--- src/gw_diag_pkg.sv ---
/*
  Constants, codes and types shared by the gateway diagnostic and input
  image logic. Assumes one 100 MHz clock and a synchronous reset.
*/
// Behaviour
// - at most fifteen diagnostics pending; further ones are dropped
// - response faults of command modules 2..111 become diagnostics
// - raw format relays eight slave-reported conditions as diagnostics
// - control slot missing, or not first, gives two distinct diagnostics
// - queue overflows and store read/write failures each give a diagnostic
// - trigger byte must step by one, 255 wraps to 0, else lost-data
// - output channel above 3 gives channel-out-of-range diagnostic
// - preamble below 5 or above 20 becomes 20 plus a diagnostic; compact format passes out_pre unchecked
// - module-based select of a non-manual module gives a diagnostic
// - command on a channel with seen burst frames gives a diagnostic
// - more than one burst module configured gives a diagnostic
// - wrong module kind for the selected frame format gives a diagnostic
// - input image is 240 bytes; response data fills bytes 13..239
// - bytes 0-1 pending, 2-3 sent, 4-5 received command counters
// - bytes 6-7 failed count, bytes 8-9 identifier of failed command
// - byte 10 response channel, byte 11 response length
// - byte 12 queue fill level 1..255, level L holds 2L or 2L-1
// - control byte 1 bit 0 written as one clears all diagnostics; a code offered to the store in that cycle stays
// - change of trigger byte queues the command towards the slave, except the first after reset or on a bad channel or non-manual module
package gw_diag_pkg;
  localparam int DIAG_MAX = 15;
  localparam int CODE_W = 5;
  localparam logic [6:0] CMD_MOD_FIRST = 7'h02;
  localparam logic [6:0] CMD_MOD_LAST = 7'h6F;
  localparam logic [7:0] CHAN_MAX = 8'h03;
  localparam logic [7:0] PRE_MIN = 8'h05;
  localparam logic [7:0] PRE_MAX = 8'h14;
  localparam logic [7:0] PRE_SUBST = 8'h14;
  localparam int CTRL_CLR_BIT = 0;
  localparam int IMG_BYTES = 240;
  localparam logic [7:0] DATA_FIRST = 8'h0D;
  localparam logic [7:0] DATA_LAST = 8'hEF;
  localparam int DATA_BYTES = 227;
  // input image byte offsets, high byte of each pair first
  localparam logic [7:0] OFF_PEND = 8'h00;
  localparam logic [7:0] OFF_SENT = 8'h02;
  localparam logic [7:0] OFF_RECV = 8'h04;
  localparam logic [7:0] OFF_FAIL = 8'h06;
  localparam logic [7:0] OFF_ERRID = 8'h08;
  localparam logic [7:0] OFF_CHAN = 8'h0A;
  localparam logic [7:0] OFF_LEN = 8'h0B;
  localparam logic [7:0] OFF_FILL = 8'h0C;
  localparam logic [7:0] FILL_MAX = 8'hFF;
  localparam logic [7:0] FILL_MIN = 8'h01;
  // diagnostic codes; code 0 is never used
  localparam logic [4:0] DG_RESP_BASE = 5'h01;
  localparam logic [4:0] DG_SLAVE_BASE = 5'h08;
  localparam logic [4:0] DG_NO_SLOT = 5'h10;
  localparam logic [4:0] DG_SLOT_POS = 5'h11;
  localparam logic [4:0] DG_TXQ_OVF = 5'h12;
  localparam logic [4:0] DG_LOST_OUT = 5'h13;
  localparam logic [4:0] DG_CHAN_RANGE = 5'h14;
  localparam logic [4:0] DG_PRE_RANGE = 5'h15;
  localparam logic [4:0] DG_NOT_MANUAL = 5'h16;
  localparam logic [4:0] DG_BURST_BUS = 5'h17;
  localparam logic [4:0] DG_BURST_MANY = 5'h18;
  localparam logic [4:0] DG_WRONG_MOD = 5'h19;
  localparam logic [4:0] DG_RXQ_OVF = 5'h1A;
  localparam logic [4:0] DG_NV_RD = 5'h1B;
  localparam logic [4:0] DG_NV_WR = 5'h1C;

  typedef enum logic [1:0] {
    MODE_INITIAL = 2'h0,
    MODE_POLLING = 2'h1,
    MODE_MANUAL = 2'h2,
    MODE_BURST = 2'h3
  } out_mode_t;

  typedef enum logic [1:0] {
    RX_IDLE = 2'b01,
    RX_DATA = 2'b10
  } rx_state_t;
endpackage

--- src/gateway_diag_and_input_map.sv ---
/*
  Checks master output commands, collects diagnostic conditions and
  builds the input image of the gateway. Assumes all inputs come from
  logic on clk: the output image strobe, the module table lookup, the
  response path of the HART channels and the queue logic.
*/
`timescale 1ns/10ps
module gateway_diag_and_input_map
  import gw_diag_pkg::*;
#(
  parameter int CNT_W = 16
) (
  // clock and reset
  input wire logic clk,
  input wire logic srst,
  // configuration from parameter download
  input wire logic fmt_raw,
  input wire logic cfg_valid,
  input wire logic cfg_slot_present,
  input wire logic cfg_slot_first,
  input wire logic [7:0] cfg_burst_count,
  input wire logic cfg_cmd_mod_present,
  input wire logic cfg_len_mod_present,
  // master output image, one strobe per data exchange
  input wire logic out_valid,
  input wire logic [7:0] out_trig,
  input wire logic [7:0] out_ctrl,
  input wire logic [7:0] out_sel,
  input wire logic [7:0] out_chan,
  input wire logic [7:0] out_pre,
  input wire logic [7:0] out_len,
  // module table lookup for out_sel
  input wire logic [1:0] sel_mode,
  input wire logic [1:0] sel_chan,
  // queued command towards the slave
  output logic cmd_push,
  output logic [1:0] cmd_chan,
  output logic [7:0] cmd_pre,
  output logic [7:0] cmd_len,
  output logic [7:0] cmd_module,
  // channel and queue events
  input wire logic [3:0] burst_seen,
  input wire logic cmd_sent,
  input wire logic txq_overflow,
  input wire logic rxq_overflow,
  input wire logic nv_rd_fail,
  input wire logic nv_wr_fail,
  input wire logic [15:0] txq_count,
  // response path
  input wire logic rx_start,
  input wire logic rx_byte_valid,
  input wire logic [7:0] rx_byte,
  input wire logic resp_valid,
  input wire logic [1:0] resp_chan,
  input wire logic [7:0] resp_len,
  input wire logic [6:0] resp_module,
  input wire logic [15:0] resp_cmd_id,
  input wire logic [2:0] resp_fault,
  input wire logic [3:0] resp_slave_status,
  // input image read port
  input wire logic [7:0] in_addr,
  output logic [7:0] in_data,
  // diagnostics read port
  input wire logic [3:0] diag_idx,
  output logic [CODE_W-1:0] diag_code,
  output logic [3:0] diag_count
);
  typedef struct packed {
    logic [7:0] trig;
    logic seen;
    logic [31:0] pend;
    logic push;
    logic [1:0] chan;
    logic [7:0] pre;
    logic [7:0] len;
    logic [7:0] module_sel;
    logic [1:0] rsp_chan;
    logic [7:0] rsp_len;
    logic [15:0] err_id;
    logic [7:0] wr_idx;
    logic [7:0] rd;
    rx_state_t rx;
  } main_st_t;

  main_st_t st_r;
  main_st_t st_nxt;
  logic [7:0] rx_mem [DATA_BYTES];
  logic [CNT_W-1:0] sent_cnt;
  logic [CNT_W-1:0] recv_cnt;
  logic [CNT_W-1:0] fail_cnt;
  logic [31:0] ev;
  logic trig_new;
  logic trig_bad;
  logic pre_bad;
  logic chan_bad;
  logic mode_bad;
  logic [1:0] tgt_chan;
  logic resp_fail;
  logic clr;
  logic push_diag;
  logic [CODE_W-1:0] push_code;
  logic [16:0] fill_sum;
  logic [7:0] fill_lvl;
  logic rx_wr;

  assign trig_new = out_valid && (!st_r.seen || (out_trig != st_r.trig));
  // trigger must step by exactly one
  assign trig_bad = out_valid && st_r.seen && (out_trig != st_r.trig)
                    && (out_trig != st_r.trig + 8'h01);
  assign chan_bad = fmt_raw && (out_chan > CHAN_MAX);
  assign pre_bad = fmt_raw && ((out_pre < PRE_MIN) || (out_pre > PRE_MAX));
  assign mode_bad = !fmt_raw && (out_sel != 8'h00) && (sel_mode != MODE_MANUAL);
  assign tgt_chan = fmt_raw ? out_chan[1:0] : sel_chan;
  assign resp_fail = resp_valid && (resp_fault != 3'h0);
  assign clr = out_valid && out_ctrl[CTRL_CLR_BIT];
  assign fill_sum = {1'b0, txq_count} + 17'h00001;
  assign rx_wr = rx_byte_valid && (st_r.rx == RX_DATA)
                 && (st_r.wr_idx < 8'(DATA_BYTES));

  // one-cycle events, one bit per diagnostic code
  always_comb begin
    ev = '0;
    if (resp_fail && (resp_module >= CMD_MOD_FIRST) && (resp_module <= CMD_MOD_LAST)) begin
      ev[DG_RESP_BASE + 5'(resp_fault) - 5'h01] = 1'b1;
    end
    // slave conditions relayed in raw format
    if (resp_valid && fmt_raw && (resp_slave_status != 4'h0)
        && (resp_slave_status <= 4'h8)) begin
      ev[DG_SLAVE_BASE + 5'(resp_slave_status) - 5'h01] = 1'b1;
    end
    ev[DG_NO_SLOT] = cfg_valid && !cfg_slot_present;
    ev[DG_SLOT_POS] = cfg_valid && cfg_slot_present && !cfg_slot_first;
    ev[DG_BURST_MANY] = cfg_valid && (cfg_burst_count > 8'h01);
    ev[DG_WRONG_MOD] = cfg_valid && ((fmt_raw && cfg_cmd_mod_present)
                       || (!fmt_raw && cfg_len_mod_present));
    ev[DG_TXQ_OVF] = txq_overflow;
    ev[DG_RXQ_OVF] = rxq_overflow;
    ev[DG_NV_RD] = nv_rd_fail;
    ev[DG_NV_WR] = nv_wr_fail;
    ev[DG_LOST_OUT] = trig_bad;
    ev[DG_CHAN_RANGE] = trig_new && chan_bad;
    ev[DG_PRE_RANGE] = trig_new && pre_bad;
    ev[DG_NOT_MANUAL] = trig_new && mode_bad;
    ev[DG_BURST_BUS] = trig_new && !chan_bad && burst_seen[tgt_chan];
  end

  // lowest pending code goes to the store first
  always_comb begin
    push_diag = 1'b0;
    push_code = '0;
    for (int i = 31; i > 0; i--) begin
      if (st_r.pend[i]) begin
        push_diag = 1'b1;
        push_code = 5'(i);
      end
    end
  end

  // level is half the queue count rounded up, kept in 1..255
  always_comb begin
    if (fill_sum[16:1] > 16'(FILL_MAX)) begin
      fill_lvl = FILL_MAX;
    end else if (fill_sum[16:1] == 16'h0000) begin
      fill_lvl = FILL_MIN;
    end else begin
      fill_lvl = fill_sum[8:1];
    end
  end

  always_comb begin
    st_nxt = st_r;
    // offered code leaves pending whether stored or dropped when full
    if (push_diag) begin
      st_nxt.pend[push_code] = 1'b0;
    end
    // clear also drops conditions not yet stored; new events win
    if (clr) begin
      st_nxt.pend = '0;
    end
    st_nxt.pend = st_nxt.pend | ev;
    st_nxt.push = 1'b0;
    if (out_valid) begin
      st_nxt.trig = out_trig;
      st_nxt.seen = 1'b1;
    end
    if (trig_new && st_r.seen && !chan_bad && !mode_bad) begin
      st_nxt.push = 1'b1;
      st_nxt.chan = tgt_chan;
      st_nxt.pre = pre_bad ? PRE_SUBST : out_pre;
      st_nxt.len = out_len;
      st_nxt.module_sel = out_sel;
    end
    // response frame capture
    case (st_r.rx)
      RX_IDLE: begin
        if (rx_start) begin
          st_nxt.rx = RX_DATA;
          st_nxt.wr_idx = '0;
        end
      end
      RX_DATA: begin
        // data beyond byte 239 is dropped
        if (rx_wr) begin
          st_nxt.wr_idx = st_r.wr_idx + 8'h01;
        end
        if (resp_valid) begin
          st_nxt.rx = RX_IDLE;
        end
      end
      default: begin
        st_nxt.rx = RX_IDLE;
      end
    endcase
    // channel and length of the response
    if (resp_valid) begin
      st_nxt.rsp_chan = resp_chan;
      st_nxt.rsp_len = resp_len;
    end
    if (resp_fail) begin
      st_nxt.err_id = resp_cmd_id;
    end
    case (in_addr)
      OFF_PEND: st_nxt.rd = txq_count[15:8];
      OFF_PEND + 8'h01: st_nxt.rd = txq_count[7:0];
      OFF_SENT: st_nxt.rd = sent_cnt[15:8];
      OFF_SENT + 8'h01: st_nxt.rd = sent_cnt[7:0];
      OFF_RECV: st_nxt.rd = recv_cnt[15:8];
      OFF_RECV + 8'h01: st_nxt.rd = recv_cnt[7:0];
      OFF_FAIL: st_nxt.rd = fail_cnt[15:8];
      OFF_FAIL + 8'h01: st_nxt.rd = fail_cnt[7:0];
      OFF_ERRID: st_nxt.rd = st_r.err_id[15:8];
      OFF_ERRID + 8'h01: st_nxt.rd = st_r.err_id[7:0];
      OFF_CHAN: st_nxt.rd = {6'h00, st_r.rsp_chan};
      OFF_LEN: st_nxt.rd = st_r.rsp_len;
      OFF_FILL: st_nxt.rd = fill_lvl;
      default: begin
        // response data area, zero beyond the image
        if ((in_addr >= DATA_FIRST) && (in_addr <= DATA_LAST)) begin
          st_nxt.rd = rx_mem[in_addr - DATA_FIRST];
        end else begin
          st_nxt.rd = 8'h00;
        end
      end
    endcase
  end

  always_ff @(posedge clk) begin
    if (srst) begin
      st_r <= '{rx: RX_IDLE, default: '0};
    end else begin
      st_r <= st_nxt;
    end
  end

  // memory kept outside the state struct so it maps to a RAM
  always_ff @(posedge clk) begin
    if (rx_wr) begin
      rx_mem[st_r.wr_idx] <= rx_byte;
    end
  end

  event_counter #(.W(CNT_W)) u_sent (
    .clk(clk),
    .srst(srst),
    .inc(cmd_sent),
    .q(sent_cnt)
  );

  event_counter #(.W(CNT_W)) u_recv (
    .clk(clk),
    .srst(srst),
    .inc(resp_valid),
    .q(recv_cnt)
  );

  event_counter #(.W(CNT_W)) u_fail (
    .clk(clk),
    .srst(srst),
    .inc(resp_fail),
    .q(fail_cnt)
  );

  diag_store #(.DEPTH(DIAG_MAX)) u_diag (
    .clk(clk),
    .srst(srst),
    .push(push_diag),
    .code(push_code),
    .clr(clr),
    .rd_idx(diag_idx),
    .rd_code(diag_code),
    .count(diag_count)
  );

  assign cmd_push = st_r.push;
  assign cmd_chan = st_r.chan;
  assign cmd_pre = st_r.pre;
  assign cmd_len = st_r.len;
  assign cmd_module = st_r.module_sel;
  assign in_data = st_r.rd;

  property p_lost;
    @(posedge clk) disable iff (srst)
      (out_valid && st_r.seen && out_trig != st_r.trig
       && out_trig != st_r.trig + 8'h01) |=> st_r.pend[DG_LOST_OUT];
  endproperty
  a_lost: assert property (p_lost) else $error("lost output data not flagged");

  property p_wrap;
    @(posedge clk) disable iff (srst)
      (out_valid && st_r.seen && st_r.trig == 8'hFF && out_trig == 8'h00)
      |=> !st_r.pend[DG_LOST_OUT] || $past(st_r.pend[DG_LOST_OUT]);
  endproperty
  a_wrap: assert property (p_wrap) else $error("wrap of trigger flagged");

  property p_chan;
    @(posedge clk) disable iff (srst)
      (trig_new && fmt_raw && out_chan > CHAN_MAX) |=> st_r.pend[DG_CHAN_RANGE] && !cmd_push;
  endproperty
  a_chan: assert property (p_chan) else $error("channel range not checked");

  property p_pre;
    @(posedge clk) disable iff (srst)
      (trig_new && st_r.seen && fmt_raw && !chan_bad && (out_pre < PRE_MIN || out_pre > PRE_MAX))
      |=> cmd_push && cmd_pre == PRE_SUBST && st_r.pend[DG_PRE_RANGE];
  endproperty
  a_pre: assert property (p_pre) else $error("preamble not substituted");

  property p_manual;
    @(posedge clk) disable iff (srst)
      (trig_new && !fmt_raw && out_sel != 8'h00 && sel_mode != MODE_MANUAL)
      |=> st_r.pend[DG_NOT_MANUAL] && !cmd_push;
  endproperty
  a_manual: assert property (p_manual) else $error("non-manual module sent");

  property p_burst;
    @(posedge clk) disable iff (srst)
      (cfg_valid && cfg_burst_count > 8'h01) |=> st_r.pend[DG_BURST_MANY];
  endproperty
  a_burst: assert property (p_burst) else $error("burst module count not checked");

  property p_fill;
    @(posedge clk) disable iff (srst) (in_addr == OFF_FILL) |=> in_data != 8'h00;
  endproperty
  a_fill: assert property (p_fill) else $error("fill level reads zero");

  property p_resp;
    @(posedge clk) disable iff (srst)
      resp_valid |=> st_r.rsp_len == $past(resp_len) && st_r.rsp_chan == $past(resp_chan);
  endproperty
  a_resp: assert property (p_resp) else $error("response channel or length not kept");
endmodule

--- src/event_counter.sv ---
/*
  Saturation-free wrapping event counter, one step per pulse.
  Assumes inc is a single-cycle pulse on clk.
*/
`timescale 1ns/10ps
module event_counter #(
  parameter int W = 16
) (
  // clock and reset
  input wire logic clk,
  input wire logic srst,
  // event
  input wire logic inc,
  output logic [W-1:0] q
);
  typedef struct packed {
    logic [W-1:0] cnt;
  } cnt_st_t;

  cnt_st_t st_r;
  cnt_st_t st_nxt;

  always_comb begin
    st_nxt = st_r;
    if (inc) begin
      st_nxt.cnt = st_r.cnt + 1'b1;
    end
  end

  always_ff @(posedge clk) begin
    if (srst) begin
      st_r <= '0;
    end else begin
      st_r <= st_nxt;
    end
  end

  assign q = st_r.cnt;
endmodule

--- src/diag_store.sv ---
/*
  Holds the pending diagnostic codes for the master to read out.
  Assumes at most one new code per cycle; duplicates are kept once.
*/
`timescale 1ns/10ps
module diag_store
  import gw_diag_pkg::*;
#(
  parameter int DEPTH = DIAG_MAX
) (
  // clock and reset
  input wire logic clk,
  input wire logic srst,
  // new code and clear
  input wire logic push,
  input wire logic [CODE_W-1:0] code,
  input wire logic clr,
  // read side
  input wire logic [3:0] rd_idx,
  output logic [CODE_W-1:0] rd_code,
  output logic [3:0] count
);
  typedef struct packed {
    logic [DEPTH-1:0][CODE_W-1:0] ent;
    logic [3:0] cnt;
    logic [CODE_W-1:0] rd;
  } store_st_t;

  store_st_t st_r;
  store_st_t st_nxt;
  logic dup;

  always_comb begin
    dup = 1'b0;
    for (int i = 0; i < DEPTH; i++) begin
      if ((4'(i) < st_r.cnt) && (st_r.ent[i] == code)) begin
        dup = 1'b1;
      end
    end
    st_nxt = st_r;
    if (clr) begin
      st_nxt.cnt = '0;
    end
    // full store drops new codes
    // a duplicate of an entry being cleared must still land
    if (push && (clr || (!dup && (st_r.cnt < 4'(DEPTH))))) begin
      // set wins: a code arriving with the clear becomes the only entry
      st_nxt.ent[clr ? 4'h0 : st_r.cnt] = code;
      st_nxt.cnt = clr ? 4'h1 : st_r.cnt + 4'h1;
    end
    st_nxt.rd = (rd_idx < st_r.cnt) ? st_r.ent[rd_idx] : '0;
  end

  always_ff @(posedge clk) begin
    if (srst) begin
      st_r <= '0;
    end else begin
      st_r <= st_nxt;
    end
  end

  assign rd_code = st_r.rd;
  assign count = st_r.cnt;

  property p_max;
    @(posedge clk) disable iff (srst) st_r.cnt <= 4'(DEPTH);
  endproperty
  a_max: assert property (p_max) else $error("diagnostic count above limit");

  property p_hold;
    @(posedge clk) disable iff (srst)
      (!clr && st_r.cnt != 0) |=> (st_r.cnt >= $past(st_r.cnt));
  endproperty
  a_hold: assert property (p_hold) else $error("diagnostic lost without clear");

  property p_clr;
    @(posedge clk) disable iff (srst) (clr && !push) |=> (st_r.cnt == 4'h0);
  endproperty
  a_clr: assert property (p_clr) else $error("clear left diagnostics");
endmodule

--- config.mk ---
export PLATFORM = sky130hd
export DESIGN_NAME = gateway_diag_and_input_map
export DESIGN_NICKNAME = d
export VERILOG_FILES = /design/src/gw_diag_pkg.sv /design/src/gateway_diag_and_input_map.sv /design/src/event_counter.sv /design/src/diag_store.sv
export SDC_FILE = /design/constraint.sdc
export NUM_CORES = 2
export LEC_CHECK = 0
export CORE_MARGIN = 2
export CORE_UTILIZATION = 40
export CTS_BUF_LIST = sky130_fd_sc_hd__clkbuf_8
export DETAILED_ROUTE_END_ITERATION = 10
export DONT_BUFFER_PORTS = 1
export PLACE_DENSITY = 0.51
export SETUP_SLACK_MARGIN = 0.4
export SLEW_MARGIN = 20
export SYNTH_ARGS = -nofsm -noshare
export SYNTH_HDL_FRONTEND = slang
export SYNTH_SLANG_ARGS = --single-unit
--- constraint.sdc ---
create_clock -name clk -period 6.6 [get_ports clk]
set_input_delay 0.66 -clock clk [delete_from_list [all_inputs] [get_ports clk]]
set_output_delay 0.66 -clock clk [all_outputs]
set_load 0.05 [all_outputs]
# Yosys cells after proc, flatten, opt, wreduce, memory -nomap -nowiden
# Memory sizes are Yosys's and may differ from the RTL's.
# Index checks and enable logic that the tools add are counted.
[classes] addsub=12 order_cmp=38 n_eq_ne=35 mux=112 bitwise_logic=5 reduce_logical=74
[ops] operator="$mux W5" n=33
[ops] operator="$mux W32" n=4
[ops] operator="$pmux W8 S13" n=1
[ops] operator="$bwmux W75" n=1
[ops] operator="$eq A5 B5 Y1" n=15
[ops] operator="$or A32 B32 Y32" n=2
[ops] operator="$logic_and A1 B1 Y1" n=54
[ops] operator="$mux W1" n=52
[ops] operator="$add A16 B1 Y16 const B" n=3
[ops] operator="$mux W8" n=6
[ops] operator="$eq A8 B4 Y1 const B" n=5
[ops] operator="$and A32 B32 Y32" n=1
[ops] operator="$eq A8 B3 Y1 const B" n=4
[ops] operator="$not A32 Y32" n=1
[ops] operator="$lt A4 B4 Y1 const A" n=7
[ops] operator="$mux W27" n=1
[ops] operator="$bmux W5 S4" n=1
[ops] operator="$demux W5 S4" n=1
[ops] operator="$lt A5 B6 Y1 const B" n=3
[ops] operator="$add A16 B1 Y17 const B" n=1
[ops] operator="$add A8 B1 Y8 const B" n=2
[ops] operator="$eq A8 B2 Y1 const B" n=2
[ops] operator="$gt A16 B8 Y1 const B" n=1
[ops] operator="$logic_not A16 Y1" n=1
[ops] operator="47 further kinds" n=74
[totals] ff_bits=244 input_bits=157 output_inout_bits=44 elab_cells=311 mem_count=1 ram_bits=1816
[memory_table] memory="rx_mem" words=227 width=8 read_ports=1 rd_ports_with_merged_regs=0 wr=1 line_no="gateway_diag_and_input_map.sv:87" text="logic [7:0] rx_mem [DATA_BYTES];"

# Depth between registers and ports, before layout
[logic_depth] word_depth=53 mapped_depth=18 mapped_depth_nobuf=11

# Modules after synthesis
# Synthesis repeated with hierarchy kept, for this count alone.
[hier_totals] hier_cells=4707 area_unflattened_um2=84479.8
[by_module_without_submodules] module="gateway_diag_and_input_map" cells_per_inst=3881 seq_area_each_um2=56754.4 area_each_um2=76827.4 n_inst=1
[by_module_without_submodules] module="diag_store" cells_per_inst=577 seq_area_each_um2=1681.6 area_each_um2=5381.4 n_inst=1
[by_module_without_submodules] module="event_counter" cells_per_inst=83 seq_area_each_um2=320.3 area_each_um2=757.0 n_inst=3

# Worst setup path before layout
# Ideal clock, no wire load.
[synth_timing] kind="input to register" start="input in_addr[0]" end="register st_r, in the netlist in_data[0]" arrival_time_ns=4.887 setup_ns=0.128 slack_ns=1.585 n_path_buf=5 required_time_ns=6.472 cell_stages=14 path_cell_list="clkbuf_1 clkbuf_1 buf_1 inv_1 ha_1 xnor2_1 clkbuf_1 clkbuf_1 mux4_2 mux4_2 a211oi_1 a21oi_1 a211oi_1 nor2_1"
[synth_via] elab_chain_len=4 word_cells_on_any_way=20 cone_classes="1 x add/sub; 2 x order compare; 12 x eq/ne; 2 x mux; 2 x reduce/logical; 1 x memory"
[synth_lines] item="start: declaration" line_no="gateway_diag_and_input_map.sv:61" text="input wire logic [7:0] in_addr,"
[synth_lines] item="$sub A8 B4 Y8 (tied with other cells)" line_no="gateway_diag_and_input_map.sv:239" text="st_nxt.rd = rx_mem[in_addr - DATA_FIRST];"
[synth_lines] item="$mem_v2 Z227 W8 / $logic_and A1 B1 Y1 (equally long branches)"
[synth_lines] item="$mux W8" line_no="gateway_diag_and_input_map.sv:238" text="if ((in_addr >= DATA_FIRST) && (in_addr <= DATA_LAST)) begin"
[synth_lines] item="$pmux W8 S13 (*)" line_no="gateway_diag_and_input_map.sv:222" text="case (in_addr)"
[synth_lines] item="end signal: assignment" line_no="gateway_diag_and_input_map.sv:251" text="st_r <= st_nxt;"
[synth_lines] item="end: declaration" line_no="gateway_diag_and_input_map.sv:85" text="main_st_t st_r;"
# Every way passes the cells marked *; elsewhere a longest branch is shown, timed or not.
# A chain may end at the register's enable or synchronous reset.

# Worst setup path in the final report
[layout_timing] start="input in_addr[0]" end="register st_r, in the netlist in_data[5]"
# The elaborated chain is that of the path after synthesis.

==> results by group <==
Run status
  • Status: finished clean

Layout
  • Number of inserted filler cells in the final layout: 17700
  • Total area of sequential cells: 0.0594 mm2
  • Leading cell type in the layout, fill and taps excluded: sky130_fd_sc_hd__edfxtp_1
  • Final nets: 4970
  • Share of layout cells above drive strength 1: between 20 and 25%
  • Synthesis-to-layout area growth: 13.3%
  • Multi-input gate area in the final layout: between 0.02 and 0.025 mm2
  • Commonest cells after routing, fill and taps aside: 1816 x sky130_fd_sc_hd__edfxtp_1, 603 x sky130_fd_sc_hd__mux4_2, 396 x sky130_fd_sc_hd__nor2_1, 388 x sky130_fd_sc_hd__clkbuf_8, 243 x sky130_fd_sc_hd__dfxtp_1

Floorplan
  • Width of the die: approximately 460 um
  • Floorplan die height: ~460 um
  • Die Outline Area: 0.213 mm2
  • Io pins: 201
  • Area inside the core boundary: approximately 0.21 mm2
  • Initial cell density of the core: roughly two fifths
  • Row count: 167

GRT
  • Initial antenna violation count: 20
  • Global-route wire length before repair: around 320000 um
  • All-Layer GR Usage: 20.9%
  • Gr ovfl total: 0
  • Largest net degree at the start of global routing: roughly 460
  • Vias in the first global route: approximately 45000

Synth
  • Register area share after synthesis: a little under three quarters
  • Area fraction in and, or, nand and nor cells after synthesis: 5.36%
  • Synth cell types: 75
  • Post-synthesis cell area: ~0.084 mm2
  • Top cells by area, synth: sky130_fd_sc_hd__edfxtp_1 65%, sky130_fd_sc_hd__mux4_2 16%, sky130_fd_sc_hd__dfxtp_1 5.8%, sky130_fd_sc_hd__nor2_1 1.8%, sky130_fd_sc_hd__mux2i_1 1.6%
  • Number of warnings reported in the yosys synthesis log: 0
  • Most used DFF post-synth: sky130_fd_sc_hd__edfxtp_1
  • Dominant combinational cell family by area after synthesis: multiplexers
  • Compound-Gate Fraction of Synth Area: roughly 2.6%
  • Count of flip-flops with a built-in enable after synthesis: approximately 1800
  • Share of synthesized area spent on multiplexers: between 10% and 20%
  • Mapped Avg Cell Area: about 18 um2
  • Share of synthesized cell area in full adder, half adder and majority cells: less than 1%
  • Proportion of register bits with asynchronous set or reset after synthesis: 0%
  • Seq cells post-synth: slightly above 2000
  • Dominant cell type by area after synthesis: sky130_fd_sc_hd__edfxtp_1
  • Area share of the largest cell type after synthesis: approximately two thirds
  • Number of instances in the synthesized netlist: 4525
  • Xor and xnor fraction of the mapped netlist area: under 10%
  • Syn_nets: 4701

Timing
  • Final hold slack: around 0.035 ns
  • Max-slew violations: 0
  • Slew headroom: 19.5%
  • RSZ-0062 raised after global routing: no
  • Final worst setup slack: 0.981 ns
  • Slew at the pin closest to its max-slew limit: 1.20 ns
  • Final Hold Fails: 0
  • Final min period: ~5.6 ns
  • Final cycle utilization of the critical path: approximately 85%
  • Clock Skews: between 0.07 and 0.08 ns
  • Setup_tns: 0 ns
  • Final setup violation count: 0
  • Maximum achievable frequency: 178 MHz

Min path
  • Hold Path Class: in -> reg
  • Number of instances on the worst hold path: 1
  • Sink of the worst hold path: rx_mem[3][1]
  • Launch instance of the worst min-delay path: rx_byte[1]

Setup path
  • Slowest stage cell, crit path: sky130_fd_sc_hd__buf_16
  • Destination of the worst register-to-register timing path: u_diag.st_r[79]
  • Number of cells traversed by the worst register-to-register path: 12
  • Path length in cells of the critical path: 11
  • Sum of buffers and inverters on the critical path: 4
  • Worst Path Max Fanout: between 100 and 150
  • Nature of the critical path startpoint: input port
  • Family of cells with the greatest summed delay on the critical path: buffers and inverters
  • Required time of the critical path: between 7 and 8 ns
  • Cell chain of the critical path: buf_16, buf_16, buf_16, mux4_2, mux4_2, mux4_2, mux2i_1, a21oi_1, a211oi_1, dlygate4sd3_1, nor2_1
  • Slowest cell delay on critical path: around 0.7 ns
  • WP data arrival: 6.49 ns
  • Reg-to-reg setup timing slack: 1.85 ns
  • Start of the worst register-to-register path: st_r[94]
  • Sort of element at the end of the critical path: register
  • Worst setup path category: in -> reg

Flow run
  • Number of violations of the max-capacitance limit: 0

Detailed routing
  • DR pass1 iterations: 5
  • Drc violations: 0
  • Overall routed net length: between 200000 and 250000 um
  • Vias after detailed routing: between 40000 and 50000
  • Average wire length per cell after detail routing: between 20 and 30 um
  • DRT iter0 DRCs: just under 4000
  • Remaining antenna violation count after routing: 0
  • Ratio of routed vias to standard cells: approximately 5.6

Clock network
  • Num Clock Sinks: slightly above 2000
  • Setup Buffers After CTS: 0
  • Clk root buf: sky130_fd_sc_hd__clkbuf_8
  • Clock-pin slew reported for the worst setup and hold paths after clock tree synthesis: 0.06 ns
  • CTS-repair resized insts: 0
  • TritonCTS buffer count: roughly 360
  • Largest buffer count on any clock path: 4
  • Maximum level of the CTS H-tree: 5
  • Worst-Skew Late Latency: roughly 1.1 ns
  • CTS tree: done

Power and ir drop
  • Clock power frac: slightly below 40%
  • Tot Pwr: roughly 27 mW
  • Part of the power in combinational logic: 8.7%
  • Int Power: approximately 21 mW
  • Static Leakage: 30.3 nW
  • Switching power share of the total: between 20% and 30%
  • Largest voltage drop on the vdd net: 0.000223 V
  • Proportion of power drawn by flip-flops and latches: a little over half
  • Switching Power: around 6.6 mW
  • PD cells: around 290 mW/mm2

Placed design
  • Worst setup timing slack at the placement stage: 1.41 ns
  • Gpl congestion: 0.860
  • HPWL Detailed: ~130000 um
  • IO buf count: 0
==> sequential cells by signal, summed over array words and instances (netlist names), 16 cells and up <==
signal,cells
rx_mem,1816
st_r,76
u_diag.st_r,75
u_fail.q,16
u_recv.q,16
u_sent.q,16
==> power groups by stage <==
| stage | sequential [mW] | clock (mW) | combinational (mW) |
|---|---|---|---|
| 2_1_floorplan | 14.5 | 0 | 1.46 |
| 3_3_place_gp | 14.6 | 0 | 1.99 |
| 3_5_place_dp | 14.6 | 0 | 1.98 |
| 4_1_cts | 14.3 | 11.0 | 2.30 |
| 5_1_grt | 14.3 | 11.5 | 2.51 |
| 6_report | 14.3 | 10.7 | 2.37 |
==> kinds of logic (layout without fill, tap and decap cells) <==
logic type | after synthesis | in the layout
flops | 2059 | 2059
simple gates | 939 | 939
mux | 735 | 735
buf+inv | 331 | 852
compound gates | 326 | 326
xor+xnor | 116 | 116
fa+ha+maj | 19 | 19
other cells | 0 | 14
==> synthesized netlist by cell type (21+ instances only) <==
master,number
sky130_fd_sc_hd__nor4_1,26
sky130_fd_sc_hd__nor3_1,37
sky130_fd_sc_hd__inv_1,22
sky130_fd_sc_hd__mux4_2,603
sky130_fd_sc_hd__mux2i_1,131
sky130_fd_sc_hd__nand2_1,178
sky130_fd_sc_hd__nor2b_1,21
sky130_fd_sc_hd__o21ai_0,38
sky130_fd_sc_hd__xor2_1,54
sky130_fd_sc_hd__o211ai_1,21
sky130_fd_sc_hd__buf_4,43
sky130_fd_sc_hd__edfxtp_1,1816
sky130_fd_sc_hd__dfxtp_1,243
sky130_fd_sc_hd__nand2b_1,92
sky130_fd_sc_hd__xnor2_1,62
sky130_fd_sc_hd__nand3_1,52
sky130_fd_sc_hd__buf_1,59
sky130_fd_sc_hd__nand4_1,28
sky130_fd_sc_hd__nor2_1,396
sky130_fd_sc_hd__clkbuf_1,199
sky130_fd_sc_hd__a211oi_1,24
sky130_fd_sc_hd__a21oi_1,117
sky130_fd_sc_hd__and3_1,28
==> how the worst max path moves through the flow <==
| stage | from | to |
|---|---|---|
| floorplan | in_addr[0] | in_data[0] |
| global placement | in_addr[0] | in_data[2] |
| detailed placement | in_addr[0] | in_data[0] |
| CTS | st_r[75] | u_diag.st_r[79] |
| global route | in_addr[0] | in_data[3] |
| finish | in_addr[0] | in_data[5] |
==> worst register-to-register path, delay by kind of cell (launching register included) <==
family / cells / cell delay [ns]
xor+xnor: 1 / 0.17
buf+inv: 1 / 0.30
compound gates: 4 / 1.09
mux: 1 / 0.24
simple gates: 5 / 2.50
flops: 1 / 0.37
==> stage by stage <==
| stage | cells | util (%) | cell area, um2 |
|---|---|---|---|
| 2_1_floorplan | 4525 | - | 83600 |
| 3_3_place_gp | 7074 | 41.7 | 86500 |
| 3_5_place_dp | 7074 | 41.7 | 86500 |
| 4_1_cts | 7824 | 45.5 | 94400 |
| 5_1_grt | 7845 | 45.6 | 94700 |
| 6_report | 7848 | 45.7 | 94700 |
==> per-layer routing <==
| layer | track usage, % | part of all wire [%] | up-vias |
|---|---|---|---|
| met4 | 6.66 | 2.9 | 8 |
| li1 | - | - | 18800 |
| met2 | 33.0 | 47 | 1437 |
| met5 | 0 | 0.018 | - |
| met1 | 28.7 | 43 | 23000 |
| met3 | 4.68 | 6.4 | 375 |
==> repair_timing <==
action | 4_1_cts | 5_1_grt
setup endpoints to repair | 0 | 0
endpoints found under the hold margin | 2059 | 62
hold buffers | 135 | 2
==> final cells by class <==
cell class,instances,area share (%)
clock inverters,227,1.10
clock buffers,388,5.64
diodes,14,0.0370
well taps,2788,3.68
multi-input cells,2135,24.2
flip-flops and latches,2059,62.7
inverters,24,0.0951
repair buffers,213,2.53
No activity file was read; power rests on OpenSTA's default activity.
